$ cat config.mk
export PLATFORM = sky130hd
export DESIGN_NAME = vih_top
export DESIGN_NICKNAME = d
export VERILOG_FILES = /design/src/hw/vih_pkg.sv /design/src/hw/vih_pick.sv /design/src/hw/vih_top.sv
export VERILOG_INCLUDE_DIRS = /design/src /design/src/hw
export SDC_FILE = /design/constraint.sdc
export NUM_CORES = 1
export LEC_CHECK = 0
export BUFFER_PORTS_ARGS = -buffer_cell sky130_fd_sc_hd__buf_4
export CAP_MARGIN = 15
export CORE_UTILIZATION = 45
export DETAILED_ROUTE_END_ITERATION = 10
export HOLD_SLACK_MARGIN = 0.15
export PLACE_DENSITY = 0.67
export REMOVE_ABC_BUFFERS = 1
export SYNTH_ARGS = -nofsm -noshare
export SYNTH_HDL_FRONTEND = slang
export SYNTH_HIERARCHICAL = 1
export SYNTH_SLANG_ARGS = --single-unit
export TNS_END_PERCENT = 50
$ cat constraint.sdc
create_clock -name clk_i -period 4.09 [get_ports clk_i]
set_clock_uncertainty 0.2 [all_clocks]
set_input_delay 0.409 -clock clk_i [delete_from_list [all_inputs] [get_ports clk_i]]
set_output_delay 0.409 -clock clk_i [all_outputs]
set_load 0.1 [all_outputs]
$ cat src/hw/vih_map.svh
// constants for the vectored interrupt handler
`ifndef VIH_MAP_SVH
`define VIH_MAP_SVH
// ----------------------------------------
// sizes
// ----------------------------------------
`define VIH_NSRC 22
`define VIH_NPERIPH 12
`define VIH_NEXT 10
`define VIH_IDXW 5
// ----------------------------------------
// register byte addresses
// ----------------------------------------
`define VIH_A_PEND 6'h00
`define VIH_A_SWSET 6'h04
`define VIH_A_CLR 6'h08
`define VIH_A_EN 6'h0C
`define VIH_A_GEN 6'h10
`define VIH_A_PRIO 6'h14
`define VIH_A_AUTOCLR 6'h18
`define VIH_A_STAT 6'h1C
`define VIH_A_IRQ 6'h20
`define VIH_A_MASK 6'h24
// ----------------------------------------
// fields and reset values
// ----------------------------------------
`define VIH_GEN_BIT 7
`define VIH_RST_EN 22'h000000
`define VIH_RST_PRIO 22'h000000
`define VIH_RST_AUTOCLR 22'h000000
`define VIH_VEC_BASE 16'h0003
`define VIH_VEC_SHIFT 3
`define VIH_CALL_CYC 3'h4
`define VIH_EV_TAKE 0
`define VIH_EV_RET 1
`define VIH_EV_PEND 2
`endif

$ cat src/hw/vih_pkg.sv
// types for the vectored interrupt handler
package vih_pkg;
  typedef logic [21:0] vih_src_t;
  typedef logic [4:0] vih_idx_t;
  typedef logic [15:0] vih_vec_t;
  typedef enum logic [1:0] {VIH_IDLE, VIH_CALL, VIH_WAIT} vih_state_e;
endpackage

$ cat src/hw/vih_pick.sv
// lowest-index picker over the request vector
`timescale 1ns/1ps
`include "vih_map.svh"
module vih_pick (
  // requests
  input wire logic [21:0] req_i,
  // result
  output logic any_o,
  output logic [4:0] idx_o
);
  always_comb begin
    any_o = 1'b0;
    idx_o = 5'h00;
    for (int i = `VIH_NSRC - 1; i >= 0; i--) begin
      if (req_i[i]) begin
        any_o = 1'b1;
        idx_o = i[4:0];
      end
    end
  end
endmodule // vih_pick

$ cat src/hw/vih_top.sv
// vectored interrupt handler with wishbone registers
//
// The Wishbone register port and the register offsets are this design's own decisions.
`timescale 1ns/1ps
`include "vih_map.svh"
module vih_top
  import vih_pkg::*;
(
  // clock and reset
  input wire logic clk_i,
  input wire logic rst_i,
  // wishbone slave
  input wire logic cyc_i,
  input wire logic stb_i,
  input wire logic we_i,
  input wire logic [5:0] adr_i,
  input wire logic [3:0] sel_i,
  input wire logic [31:0] dat_i,
  output logic [31:0] dat_o,
  output logic ack_o,
  // source conditions, one-cycle pulses on clk_i
  input wire logic [11:0] periph_ev_i,
  input wire logic [9:0] ext_ev_i,
  // core sequencer
  input wire logic instr_done_i,
  input wire logic call_ack_i,
  input wire logic ret_done_i,
  output logic core_req_o,
  output logic call_o,
  output vih_pkg::vih_vec_t vec_o,
  output logic [4:0] svc_idx_o,
  output logic in_high_o,
  output logic in_low_o,
  // interrupt
  output logic irq_o
);
  // ----------------------------------------
  // registers
  // ----------------------------------------
  vih_src_t pend;
  vih_src_t en;
  vih_src_t prio;
  vih_src_t autoclr;
  logic gen;
  logic [2:0] stat;
  logic [2:0] mask;
  vih_state_e state;
  logic [2:0] call_cnt;
  logic act_hi;
  logic act_lo;
  vih_idx_t lo_idx;
  vih_idx_t cur_idx;
  logic cur_hi;
  logic ret_flag;
  vih_src_t src_ev;
  vih_src_t ena_req;
  vih_src_t hi_req;
  vih_src_t lo_req;
  logic hi_any;
  logic lo_any;
  vih_idx_t hi_idx;
  vih_idx_t lo_pick;
  logic eligible;
  logic take;
  logic wr;
  logic rd;
  logic wr_lo;
  logic [31:0] next_dat;

  // writes land at the edge where the master samples ack high
  assign wr = cyc_i & stb_i & we_i & ack_o;
  assign rd = cyc_i & stb_i & ~we_i & ~ack_o;
  assign wr_lo = wr & sel_i[0];
  assign src_ev = {ext_ev_i, periph_ev_i};

  // ----------------------------------------
  // request decode
  // ----------------------------------------
  assign ena_req = (gen ? en : 22'h000000) & pend;
  assign hi_req = ena_req & prio;
  assign lo_req = ena_req & ~prio;

  vih_pick u_hi (
    .req_i(hi_req),
    .any_o(hi_any),
    .idx_o(hi_idx)
  );

  vih_pick u_lo (
    .req_i(lo_req),
    .any_o(lo_any),
    .idx_o(lo_pick)
  );

  // high routine blocks all; low routine blocks only other lows
  assign eligible = (state == VIH_IDLE) & ~act_hi & (hi_any | (lo_any & ~act_lo));
  assign core_req_o = eligible;
  assign take = eligible & instr_done_i;

  // ----------------------------------------
  // pending flags
  // ----------------------------------------
  always_ff @(posedge clk_i) begin
    if (rst_i) begin
      pend <= 22'h000000;
    end else begin
      vih_src_t set_v;
      vih_src_t clr_v;
      set_v = src_ev;
      clr_v = 22'h000000;
      if (wr && adr_i == `VIH_A_SWSET) begin
        set_v = set_v | dat_i[21:0];
      end
      if (wr && adr_i == `VIH_A_CLR) begin
        clr_v = dat_i[21:0];
      end
      if (state == VIH_CALL && call_cnt == 3'h0 && autoclr[cur_idx]) begin
        clr_v[cur_idx] = 1'b1;
      end
      pend <= (pend & ~clr_v) | set_v;
    end
  end

  // ----------------------------------------
  // configuration registers
  // ----------------------------------------
  always_ff @(posedge clk_i) begin
    if (rst_i) begin
      en <= `VIH_RST_EN;
      prio <= `VIH_RST_PRIO;
      autoclr <= `VIH_RST_AUTOCLR;
      gen <= 1'b0;
      mask <= 3'h0;
    end else if (wr) begin
      case (adr_i)
        `VIH_A_EN: en <= dat_i[21:0];
        `VIH_A_PRIO: prio <= dat_i[21:0];
        `VIH_A_AUTOCLR: autoclr <= dat_i[21:0];
        `VIH_A_GEN: if (wr_lo) gen <= dat_i[`VIH_GEN_BIT];
        `VIH_A_MASK: mask <= dat_i[2:0];
        default: ;
      endcase
    end
  end

  // ----------------------------------------
  // call sequencer
  // ----------------------------------------
  always_ff @(posedge clk_i) begin
    if (rst_i) begin
      state <= VIH_IDLE;
      call_cnt <= 3'h0;
      cur_idx <= 5'h00;
      cur_hi <= 1'b0;
      call_o <= 1'b0;
      vec_o <= 16'h0000;
    end else begin
      case (state)
        VIH_IDLE: begin
          if (take) begin
            cur_hi <= hi_any;
            cur_idx <= hi_any ? hi_idx : lo_pick;
            vec_o <= `VIH_VEC_BASE
              + ({11'h000, hi_any ? hi_idx : lo_pick} << `VIH_VEC_SHIFT);
            call_cnt <= `VIH_CALL_CYC - 3'h1;
            call_o <= 1'b1;
            state <= VIH_CALL;
          end
        end
        VIH_CALL: begin
          // four cycles of long call complete the five-cycle response
          if (call_cnt == 3'h0) begin
            call_o <= 1'b0;
            state <= VIH_WAIT;
          end else begin
            call_cnt <= call_cnt - 3'h1;
          end
        end
        VIH_WAIT: begin
          if (call_ack_i) begin
            state <= VIH_IDLE;
          end
        end
        default: state <= VIH_IDLE;
      endcase
    end
  end

  // ----------------------------------------
  // active level tracking
  // ----------------------------------------
  // one nested level deep: only a low routine can be preempted, by a high one
  always_ff @(posedge clk_i) begin
    if (rst_i) begin
      act_hi <= 1'b0;
      act_lo <= 1'b0;
      lo_idx <= 5'h00;
      ret_flag <= 1'b0;
    end else begin
      ret_flag <= 1'b0;
      if (state == VIH_WAIT && call_ack_i) begin
        if (cur_hi) begin
          act_hi <= 1'b1;
        end else begin
          act_lo <= 1'b1;
          lo_idx <= cur_idx;
        end
      end else if (ret_done_i) begin
        ret_flag <= 1'b1;
        if (act_hi) begin
          act_hi <= 1'b0;
        end else begin
          act_lo <= 1'b0;
        end
      end
    end
  end

  assign in_high_o = act_hi;
  assign in_low_o = act_lo;
  assign svc_idx_o = act_hi ? cur_idx : lo_idx;

  // ----------------------------------------
  // event status and interrupt
  // ----------------------------------------
  always_ff @(posedge clk_i) begin
    if (rst_i) begin
      stat <= 3'h0;
    end else begin
      logic [2:0] ev;
      ev = 3'h0;
      ev[`VIH_EV_TAKE] = take;
      ev[`VIH_EV_RET] = ret_flag;
      ev[`VIH_EV_PEND] = |src_ev;
      // set wins over the read-clear
      if (rd && adr_i == `VIH_A_STAT) begin
        stat <= ev;
      end else begin
        stat <= stat | ev;
      end
    end
  end

  assign irq_o = |(stat & mask);

  // ----------------------------------------
  // wishbone read and ack
  // ----------------------------------------
  always_comb begin
    next_dat = 32'h00000000;
    case (adr_i)
      `VIH_A_PEND: next_dat = {10'h000, pend};
      `VIH_A_EN: next_dat = {10'h000, en};
      `VIH_A_GEN: next_dat = {24'h000000, gen, 7'h00};
      `VIH_A_PRIO: next_dat = {10'h000, prio};
      `VIH_A_AUTOCLR: next_dat = {10'h000, autoclr};
      `VIH_A_STAT: next_dat = {29'h00000000, stat};
      `VIH_A_IRQ: next_dat = {22'h000000, act_hi, act_lo, 3'h0, cur_idx};
      `VIH_A_MASK: next_dat = {29'h00000000, mask};
      default: next_dat = 32'h00000000;
    endcase
  end

  always_ff @(posedge clk_i) begin
    if (rst_i) begin
      ack_o <= 1'b0;
      dat_o <= 32'h00000000;
    end else begin
      ack_o <= cyc_i & stb_i & ~ack_o;
      dat_o <= rd ? next_dat : 32'h00000000;
    end
  end

  // ----------------------------------------
  // checks
  // ----------------------------------------
  AST_GEN_OFF: assert property (@(posedge clk_i) disable iff (rst_i)
    !gen |-> !core_req_o) else $error("request with global enable off");
  AST_EN_OFF: assert property (@(posedge clk_i) disable iff (rst_i)
    (ena_req == 22'h000000) |-> !core_req_o) else $error("request with no enabled flag");
  AST_SET: assert property (@(posedge clk_i) disable iff (rst_i)
    src_ev[3] |=> pend[3]) else $error("source 3 flag not set");
  AST_CALL_LEN: assert property (@(posedge clk_i) disable iff (rst_i)
    $rose(call_o) |-> call_o [*4] ##1 !call_o) else $error("long call not four cycles");
  AST_VEC: assert property (@(posedge clk_i) disable iff (rst_i)
    $rose(call_o) |-> vec_o == 16'h0003 + {8'h00, cur_idx, 3'h0}) else $error("bad vector");
  AST_NO_PREEMPT_HI: assert property (@(posedge clk_i) disable iff (rst_i)
    act_hi |-> !core_req_o) else $error("high routine preempted");
  AST_TIE: assert property (@(posedge clk_i) disable iff (rst_i)
    (take && !hi_any && lo_req[2] && lo_req[1:0] == 2'h0) |=> cur_idx == 5'h02)
    else $error("tie not lowest index");
  AST_SWSET: assert property (@(posedge clk_i) disable iff (rst_i)
    (wr && adr_i == `VIH_A_SWSET && dat_i[21]) |=> pend[21]) else $error("soft set lost");
  AST_STAT_TAKE: assert property (@(posedge clk_i) disable iff (rst_i)
    take |=> stat[`VIH_EV_TAKE]) else $error("call event not recorded");
  AST_ACK_ONE: assert property (@(posedge clk_i) disable iff (rst_i)
    ack_o |=> !ack_o) else $error("ack longer than one cycle");
  AST_DAT_IDLE: assert property (@(posedge clk_i) disable iff (rst_i)
    !ack_o |-> dat_o == 32'h00000000) else $error("read data outside ack");
  AST_HI_FIRST: assert property (@(posedge clk_i) disable iff (rst_i)
    (take && hi_any) |=> cur_hi) else $error("high request not served first");
  AST_LO_BLOCK: assert property (@(posedge clk_i) disable iff (rst_i)
    (act_lo && !hi_any) |-> !core_req_o) else $error("low routine preempted by low");
  AST_RET_POP: assert property (@(posedge clk_i) disable iff (rst_i)
    (ret_done_i && act_hi && !(state == VIH_WAIT && call_ack_i)) |=> !act_hi)
    else $error("return did not end high routine");
  AST_HOLD_VEC: assert property (@(posedge clk_i) disable iff (rst_i)
    (call_o && !$rose(call_o)) |-> $stable(vec_o)) else $error("vector moved in call");
  AST_IN_LOW: assert property (@(posedge clk_i) disable iff (rst_i)
    (state == VIH_WAIT && call_ack_i && !cur_hi) |=> in_low_o)
    else $error("low routine not marked active");
  AST_PEND_ANY: assert property (@(posedge clk_i) disable iff (rst_i)
    (|src_ev) |=> (|pend)) else $error("source event left no flag");
  AST_RESET: assert property (@(posedge clk_i)
    rst_i |=> (pend == 22'h000000 && !gen && !core_req_o)) else $error("reset state bad");

  COV_TAKE: cover property (@(posedge clk_i) disable iff (rst_i) take);
  COV_PREEMPT: cover property (@(posedge clk_i) disable iff (rst_i) act_lo && take && hi_any);
  COV_REENTER: cover property (@(posedge clk_i) disable iff (rst_i) ret_flag ##[1:20] take);
  COV_HI_TAKE: cover property (@(posedge clk_i) disable iff (rst_i) take && hi_any);
  COV_AUTOCLR: cover property (@(posedge clk_i) disable iff (rst_i)
    state == VIH_CALL && call_cnt == 3'h0 && autoclr[cur_idx]);
endmodule // vih_top

==> results.sh, run 1 <==
export IMPL_initial_utilization_pct=46.11
export IMPL_clockRootBuffer="clkbuf_16"
export IMPL_worst_slew_pin_slew_ns=1.092
export IMPL_fmax_mhz=258.9
export IMPL_seq_area_sq_um=2783
export IMPL_rsz0062_at_grt="false"
export IMPL_synth_seq_cells=139
export IMPL_min_period_ns=3.862
export IMPL_finalMaxSlewViolations=0
export IMPL_drc=0
export IMPL_yosys_warnings=6
export IMPL_grt_max_degree=66
export IMPL_htreeDepth=4
export IMPL_synthSimpleGateAreaFrac_pct=24.17
export IMPL_grt_overflow=0
export IMPL_synthArstFlopShare_pct=0
export IMPL_synth_top_area_share_pct=37.86
export IMPL_grt_pass1_vias=7042
export IMPL_clkLatencyLatePin_ns=0.44
export IMPL_cts_buffers=17
export IMPL_drive_gt1_share_pct=18.42
export IMPL_syn_inst=938
export IMPL_synth_fa_ha_area_share_pct=0.3404
export IMPL_layout_cells_most_common="nand2_1"
export IMPL_fin_crit_sh_pct=94.43
export IMPL_finalSetupViolCount=0
export IMPL_grt_use_total_pct=32.38
export IMPL_leakagePower_nw=3.246
export IMPL_postLayoutCoreUtil_pct=57.80
export IMPL_vias=7733
export IMPL_cp_arrival_ns=3.25
export IMPL_relSlewSlack_pct=27.11
export IMPL_syn_area_sq_um=7351
export IMPL_max_cap_violations=0
export IMPL_layout_common_cells="nand2_1 (154), dfxtp_1 (139), buf_4 (127)"
export IMPL_layout_nets=1137
export IMPL_via_per_inst=5.990
export IMPL_io_buffer_count=98
export IMPL_yosys_area_share_xor_xnor_pct=0
export IMPL_antenna_found_initial=0
export IMPL_final_cells=1291
export IMPL_pin_count=131
export IMPL_finalHoldViolCount=0
export IMPL_hold_class="in -> reg"
export IMPL_tritoncts="built"
export IMPL_powerDensity_nw_per_um2=340.7
export IMPL_finalSetupTns_ns=0
export IMPL_multi_input_area_sq_um=4080
export IMPL_grt_pass1_wl_um=40120
export IMPL_cts_sinks=139
export IMPL_fillers=1494
export IMPL_criticalPathCategory="reg -> out"
export IMPL_synthMuxAreaShare_pct=4.970
export IMPL_clk_pin_slew_ns=0.06
export IMPL_synthDistinctLibCells=63
export IMPL_synth_edf_count=0
export IMPL_synth_compound_area_share_pct=24.65
export IMPL_dp_cells=1219
export IMPL_finalPower_w=0.003140
export IMPL_seq_area_frac_synth_pct=37.86
export IMPL_clk_path_buf_depth=2
export IMPL_wl_per_cell_um=20.57
export IMPL_worstPathRequired_ns=3.48
export IMPL_synth_top_family_by_area="compound AO/OA/AOI/OAI gates"
export IMPL_synth_top_area_cell="dfxtp_1"
export IMPL_syn_to_final_growth_pct=25.36
export IMPL_crit_path_end_kind="output port"
export IMPL_hold_ws_ns=0.1728
export IMPL_synthTopCellsByArea="dfxtp_1 (38%), nand2_1 (7.9%), a21oi_1 (7.0%)"
export IMPL_syn_avg_cell_area_sq_um=7.837
export IMPL_drt_pass1_iterations=5
export IMPL_rows=46
export IMPL_outcome="complete, no violations"
export IMPL_route_antenna_remaining_nets=0
export IMPL_dieArea_sq_um=16850
export IMPL_ir_drop_mv=0.2951
export IMPL_fp_dieW_um=129.8
export IMPL_start_kind="register"
export IMPL_drt_first_iter_violations=830
export IMPL_place_congestion=0.9330
export IMPL_rrSetupSlack_ns=0.47
export IMPL_path_max_fanout=21
export IMPL_fp_dieH_um=129.8
export IMPL_core_area_sq_um=15940
export IMPL_routed_wl_um=26560
export IMPL_antenna_cells=0
export IMPL_dominantRegCellSynth="dfxtp_1"
export IMPL_dp_hpwl_um=18400
kinds of logic (layout without fill, tap and decap cells):
kind of cell / count (synthesis) / after routing
flip-flops: 139 / 139
other: 1 / 19
adder cells (fa/ha/maj): 2 / 2
buffers and inverters: 124 / 243
AND/OR/NAND/NOR: 374 / 374
multiplexers: 30 / 30
AO/OA/AOI/OAI: 268 / 268
state kept, by name, summed over array words and instances (netlist names):
| register | flops |
|---|---|
| mask | 3 |
| call_o | 1 |
| state | 2 |
| cur_idx | 4 |
| prio | 22 |
| autoclr | 22 |
| pend | 22 |
| vec_o | 2 |
| gen | 1 |
| stat | 3 |
| dat_o | 22 |
| cur_hi | 1 |
| lo_idx | 5 |
| in_low_o | 1 |
| in_high_o | 1 |
| call_cnt | 3 |
| ack_o | 1 |
| en | 22 |
| ret_flag | 1 |
per-layer routing:
| metal | vias up | track usage (%) | share of wire [%] |
|---|---|---|---|
| met4 | 0 | 14.50 | 3.2 |
| met2 | 442 | 49.73 | 44 |
| met5 | - | 0 | 0 |
| li1 | 3606 | - | - |
| met3 | 65 | 8.159 | 10 |
| met1 | 3620 | 42.86 | 42 |
final timing paths:
path	from	to	depth (start not counted)
worst max register to register	gen	call_cnt[2]	9
worst max-delay path	gen	core_req_o	9
worst min-delay path	periph_ev_i[10]	pend[10]	3
worst min register to register	ret_flag	stat[1]	2
through the flow:
step | cell area, sq um | worst slack (ns)
floorplan | 6998 | 0.7518
detailed placement | 8252 | 0.6104
global placement | 8252 | 0.7038
global route | 9215 | 0.2207
CTS | 9215 | 0.3428
finish | 9215 | 0.2277
Yosys cell counts (12+ instances only):
| library cell | number |
|---|---|
| buf_2 | 12 |
| nor2b_1 | 13 |
| a21oi_1 | 103 |
| buf_4 | 20 |
| nor2_1 | 89 |
| a211oi_1 | 36 |
| mux2_2 | 12 |
| nand3_1 | 31 |
| a221oi_1 | 17 |
| nor3_1 | 19 |
| clkbuf_1 | 37 |
| a22oi_1 | 41 |
| nand4_1 | 16 |
| nor4_1 | 13 |
| dfxtp_1 | 139 |
| nand2_1 | 154 |
| inv_1 | 44 |
| mux2i_1 | 14 |
where the power goes:
group	internal, W	switching [W]
Combinational	0.0000920	0.000187
Sequential	0.00137	0.0000150
Clock	0.000857	0.000617
critical path, cell delays in order (launching register included):
cell and delay [ns]:
dfxtp_1 1.04, nand3_1 0.29, nor2_1 0.47, nor4_4 0.10
nand2_1 0.11, nor2_1 0.05, nand2_1 0.13, nor2b_1 0.20
o21a_1 0.13, buf_4 0.28
area by class of cell:
| class | instances | share of cell area, % |
|---|---|---|
| Sequential cell | 139 | 30.20 |
| Tap cell | 216 | 2.933 |
| Clock inverter | 12 | 1.086 |
| Clock buffer | 19 | 4.915 |
| Inverter | 44 | 1.792 |
| Timing Repair Buffer | 168 | 14.80 |
| Multi-Input combinational cell | 693 | 44.28 |
timing repair:
| action | 4_1_cts | 5_1_grt |
|---|---|---|
| endpoints found under the hold margin | 96 | 0 |
| buffers inserted | 0 | 0 |
| hold buffers | 41 | 0 |
| resized for setup | 0 | 0 |
| endpoints found under the setup margin | 0 | 0 |
Note: power is estimated with default switching activity, not from simulation.
==> run 2: changes to the inputs <==
CELL_PAD_IN_SITES_DETAIL_PLACEMENT = 1   (was not set)
CELL_PAD_IN_SITES_GLOBAL_PLACEMENT = 2   (was not set)
CORE_UTILIZATION = 35   (was 45)
MAX_ROUTING_LAYER = met4   (was not set)
PLACE_DENSITY = not set   (was 0.67)
PLACE_DENSITY_LB_ADDON = 0.1   (was not set)
==> run 2 against run 1 <==
Net effect:
- power is 3.4% higher
- combinational power hardly changed
- flip-flop and latch count stayed put
- die area is 28% higher
- via count is 0.14% lower
- count of clock-buffer cells in the layout is 2 lower
- largest cell class unchanged
- largest power group unchanged
==> results.sh, run 2 (synthesis gave the netlist of run 1 again) <==
export IMPL_routed_wl_um=29990
export IMPL_grt_overflow=0
export IMPL_final_cells=1339
export IMPL_ctsResizeCount=0
export IMPL_tritoncts="built"
export IMPL_layout_common_cells="nand2_1 (154), dfxtp_1 (139), buf_4 (128)"
export IMPL_finalMaxSlewViolations=0
export IMPL_path_max_fanout=8
export IMPL_cp_arrival_ns=3.02
export IMPL_syn_to_final_growth_pct=25.70
export IMPL_relSlewSlack_pct=37.30
export IMPL_fp_dieH_um=146.9
export IMPL_max_cap_violations=0
export IMPL_grt_max_degree=45
export IMPL_start_kind="register"
export IMPL_outcome="complete, no violations"
export IMPL_layout_cells_most_common="nand2_1"
export IMPL_cts_sinks=139
export IMPL_post_place_ws_ns=0.6834
export IMPL_place_congestion=0.8944
export IMPL_grt_pass1_wl_um=46100
export IMPL_dp_cells=1274
export IMPL_hold_buffers=33
export IMPL_finalPower_w=0.003246
export IMPL_drt_pass1_iterations=5
export IMPL_crit_path_end_kind="output port"
export IMPL_crit_slowest_cell="or4_4"
export IMPL_layout_nets=1130
export IMPL_finalSetupViolCount=0
export IMPL_drt_first_iter_violations=520
export IMPL_grt_pass1_vias=7740
export IMPL_min_from="ext_ev_i[2]"
export IMPL_antenna_found_initial=0
export IMPL_fmax_mhz=275.3
export IMPL_finalHoldViolCount=0
export IMPL_wl_per_cell_um=22.40
export IMPL_worst_slew_pin_slew_ns=0.9406
export IMPL_htreeDepth=4
export IMPL_slowest_delay_ns=0.56
export IMPL_dp_hpwl_um=21240
export IMPL_multi_input_area_sq_um=4083
export IMPL_path_cells="buf_4, nand3_1, nor2_1, or4_4, nor3_1, nand2_1, buf_4, o21a_1, buf_4"
export IMPL_leakagePower_nw=3.211
export IMPL_powerDensity_nw_per_um2=351.3
export IMPL_finalSetupTns_ns=0
export IMPL_post_cts_buffers=0
export IMPL_crit_top_cell="buf_4"
export IMPL_grt_use_total_pct=29.11
export IMPL_hold_class="in -> reg"
export IMPL_io_buffer_count=98
export IMPL_clockRootBuffer="clkbuf_16"
export IMPL_fin_crit_sh_pct=88.80
export IMPL_clk_path_buf_depth=2
export IMPL_ir_drop_mv=0.2471
export IMPL_worstPathRequired_ns=3.48
export IMPL_startpoint="gen"
export IMPL_dieArea_sq_um=21590
export IMPL_r2r_start="gen"
export IMPL_drive_gt1_share_pct=18.80
export IMPL_clk_pin_slew_ns=0.06
export IMPL_via_per_inst=5.767
export IMPL_min_period_ns=3.632
export IMPL_pin_count=131
export IMPL_vias=7722
export IMPL_rows=52
export IMPL_initial_utilization_pct=35.98
export IMPL_fin_ws_ns=0.4580
export IMPL_rsz0062_at_grt="false"
export IMPL_criticalPathCategory="reg -> out"
export IMPL_cts_buffers=17
export IMPL_fillers=2516
export IMPL_route_antenna_remaining_nets=0
export IMPL_antenna_cells=0
export IMPL_drc=0
export IMPL_clkLatencyLatePin_ns=0.43
export IMPL_seq_area_sq_um=2783
export IMPL_core_area_sq_um=20430
export IMPL_fp_dieW_um=146.9
==> run 2: cell types whose count changed in the layout (fill, tap and decap cells not counted), sizes merged <==
cell         change
dlygate4sd3      -8
buf              +1
inv              +9
clkbuf           -2
clkinvlp         +1
clkinv           -7
==> run 2: area by class of cell <==
cell class | count | share of cell area (%)
clock inverter | 15 | 1.679
clock buffer | 17 | 4.604
inverter | 44 | 1.787
sequential | 139 | 30.12
tap | 270 | 3.656
timing repair buffer | 161 | 13.97
multi-input combinational | 693 | 44.18
==> run 2: layer usage <==
layer,GRT usage (%),vias up,part of all wire (%)
li1,-,3601,-
met1,37.00,3789,44
met2,45.90,276,46
met3,5.404,56,6.4
met4,10.82,0,3.0
met5,-,-,0
==> run 2: critical path: cells and delay by family (launching register included) <==
kind,cells,cell delay [ns]
DFF,1,0.42
and+or+nand+nor,5,1.27
AOI/OAI and AO/OA,1,0.20
buffers and inverters,3,0.68
==> run 2: path summary, 6_finish.rpt <==
check                                    to  slack, ns  cells after the start
worst max-delay path             core_req_o       0.46                      9
worst min-delay path               pend[14]       0.16                      3
worst max register to register  call_cnt[2]       0.69                     10
worst min register to register      stat[1]       0.26                      2
==> run 2: power by group <==
| part | total, W | switching [W] | internal (W) |
|---|---|---|---|
| sequential | 0.00139 | 0.0000178 | 0.00137 |
| combinational | 0.000277 | 0.000188 | 0.0000888 |
| clock | 0.00158 | 0.000719 | 0.000862 |
==> run 2: per-stage QoR <==
stage,cell area [sq um],hold slack [ns],util (%)
after floorplan,6998,0.2130,-
after global placement,8329,0.2362,40.77
after detailed placement,8329,0.2425,40.77
after CTS,9240,0.1500,45.23
after global routing,9240,0.1829,45.23
final,9240,0.1575,45.23
==> run 3: changes to the inputs <==
clock period = 4.71 ns   (was 4.09 ns; I/O delays follow)
==> run 3 against run 2 <==
Net effect:
- first-iteration DRC count is 20% higher
- non-clock buffer count down 16
- combinational power fell by 15%
- routed wire length fell by 0.36%
- cell count is 1.2% lower
- highest routed layer unchanged
- worst hold slack improved by 0.028 ns
- critical path depth stayed put
- sequential share of layout area rose by 0.44 points
- flip-flop and latch count is the same
==> results.sh, run 3 (synthesis gave the netlist of run 1 again) <==
export IMPL_outcome="complete, no violations"
export IMPL_core_area_sq_um=20430
export IMPL_antenna_cells=0
export IMPL_antenna_found_initial=0
export IMPL_fp_dieH_um=146.9
export IMPL_fmax_mhz=256.5
export IMPL_seq_power_share_pct=43.0
export IMPL_p_comb_share_pct=8.4
export IMPL_rsz0062_at_grt="false"
export IMPL_leakagePower_nw=3.132
export IMPL_clk_pin_slew_ns=0.07
export IMPL_drt_pass1_iterations=5
export IMPL_min_period_ns=3.899
export IMPL_post_place_ws_ns=1.143
export IMPL_tritoncts="built"
export IMPL_worst_slew_pin_slew_ns=1.178
export IMPL_path_max_fanout=15
export IMPL_post_cts_buffers=0
export IMPL_met2_usage_pct=47.18
export IMPL_clkPwrFrac_pct=48.7
export IMPL_clockRootBuffer="clkbuf_16"
export IMPL_initial_utilization_pct=35.98
export IMPL_grt_max_degree=70
export IMPL_relSlewSlack_pct=21.37
export IMPL_crit_path_end_kind="output port"
export IMPL_worstPathRequired_ns=4.04
export IMPL_drt_first_iter_violations=625
export IMPL_cp_arrival_ns=3.23
export IMPL_grt_overflow=0
export IMPL_cts_sinks=139
export IMPL_drc=0
export IMPL_finalPower_w=0.002809
export IMPL_via_per_inst=5.785
export IMPL_powerDensity_nw_per_um2=308.5
export IMPL_criticalPathCategory="reg -> out"
export IMPL_finalSetupViolCount=0
export IMPL_dieArea_sq_um=21590
export IMPL_layout_common_cells="nand2_1 (154), dfxtp_1 (139), buf_4 (119)"
export IMPL_layout_cells_most_common="nand2_1"
export IMPL_wl_per_cell_um=22.59
export IMPL_grt_use_total_pct=28.88
export IMPL_clk_path_buf_depth=2
export IMPL_routed_wl_um=29880
export IMPL_p_int_w=0.002057
export IMPL_pin_count=131
export IMPL_grt_pass1_wl_um=45300
export IMPL_p_switching_w=0.0007525
export IMPL_max_cap_violations=0
export IMPL_htreeDepth=4
export IMPL_finalSetupTns_ns=0
export IMPL_place_congestion=0.9002
export IMPL_postLayoutCoreUtil_pct=44.58
export IMPL_grt_busiest_layer="met2"
export IMPL_sw_frac_of_total_pct=26.78
export IMPL_use_met1_pct=36.81
export IMPL_cts_buffers=17
export IMPL_grt_pass1_vias=7495
export IMPL_io_buffer_count=98
export IMPL_rows=52
export IMPL_route_antenna_remaining_nets=0
export IMPL_fin_ws_ns=0.8107
export IMPL_ir_drop_mv=0.1951
export IMPL_vias=7653
export IMPL_ctsResizeCount=0
export IMPL_finalMaxSlewViolations=0
export IMPL_finalHoldViolCount=0
export IMPL_clkLatencyLatePin_ns=0.43
export IMPL_grtUsageMet3_pct=4.441
export IMPL_fin_crit_sh_pct=82.79
export IMPL_hold_class="in -> reg"
export IMPL_syn_to_final_growth_pct=23.90
export IMPL_start_kind="register"
export IMPL_fp_dieW_um=146.9
export IMPL_layout_nets=1114
export IMPL_dp_hpwl_um=20890
export IMPL_drive_gt1_share_pct=18.23
[run 3: path summary, 6_finish.rpt]
| kind | startpoint | to | slack [ns] | cells after the start |
|---|---|---|---|---|
| setup reg to reg | gen | call_cnt[2] | 1.08 | 8 |
| hold reg to reg | ret_flag | stat[1] | 0.26 | 2 |
| hold / removal | ext_ev_i[7] | pend[19] | 0.19 | 3 |
| setup / recovery | gen | core_req_o | 0.81 | 9 |
[run 3: metrics by stage]
step                cells  hold WS, ns  cell area, sq um
floorplan             876       0.2130              6998
global placement     1265       0.2365              8262
detailed placement   1265       0.2369              8262
CTS                  1323       0.1696              9107
global route         1323       0.1937              9107
finish               1323       0.1855              9107
[run 3: per-layer routing]
layer	part of all wire (%)	vias up
met5	0	-
li1	-	3562
met3	5.2	42
met2	48	226
met1	45	3823
met4	2.0	0
[run 3: area by class of cell]
type	count	area (sq um)
Fill cell	2507	11320
Clock buffer	18	439.2
Tap cell	270	337.8
Clock inverter	14	146.4
Multi-Input combinational cell	693	4083
Sequential cell	139	2783
Timing Repair Buffer	145	1154
Inverter	44	165.2
[run 3: power by group through the flow]
stage	combinational, W	sequential (W)	clock, W
after detailed placement	0.000215	0.00123	0
final	0.000235	0.00121	0.00137
after floorplan	0.000106	0.00123	0
after global routing	0.000246	0.00121	0.00144
after global placement	0.000213	0.00123	0
after CTS	0.000233	0.00121	0.00139
[run 3: repair_timing]
item,CTS,global route
hold buffers,26,0
endpoints found under the hold margin,69,0
setup endpoints to repair,0,0
[run 3: worst max-delay path, stage by stage, from the launching register on]
cell	delay, ns
dfxtp_1	0.87
buf_4	0.33
nand3_1	0.12
nor2_1	0.33
nor4_1	0.15
nand2_1	0.12
nor2_1	0.05
nand2_1	0.32
o21a_1	0.21
buf_4	0.29
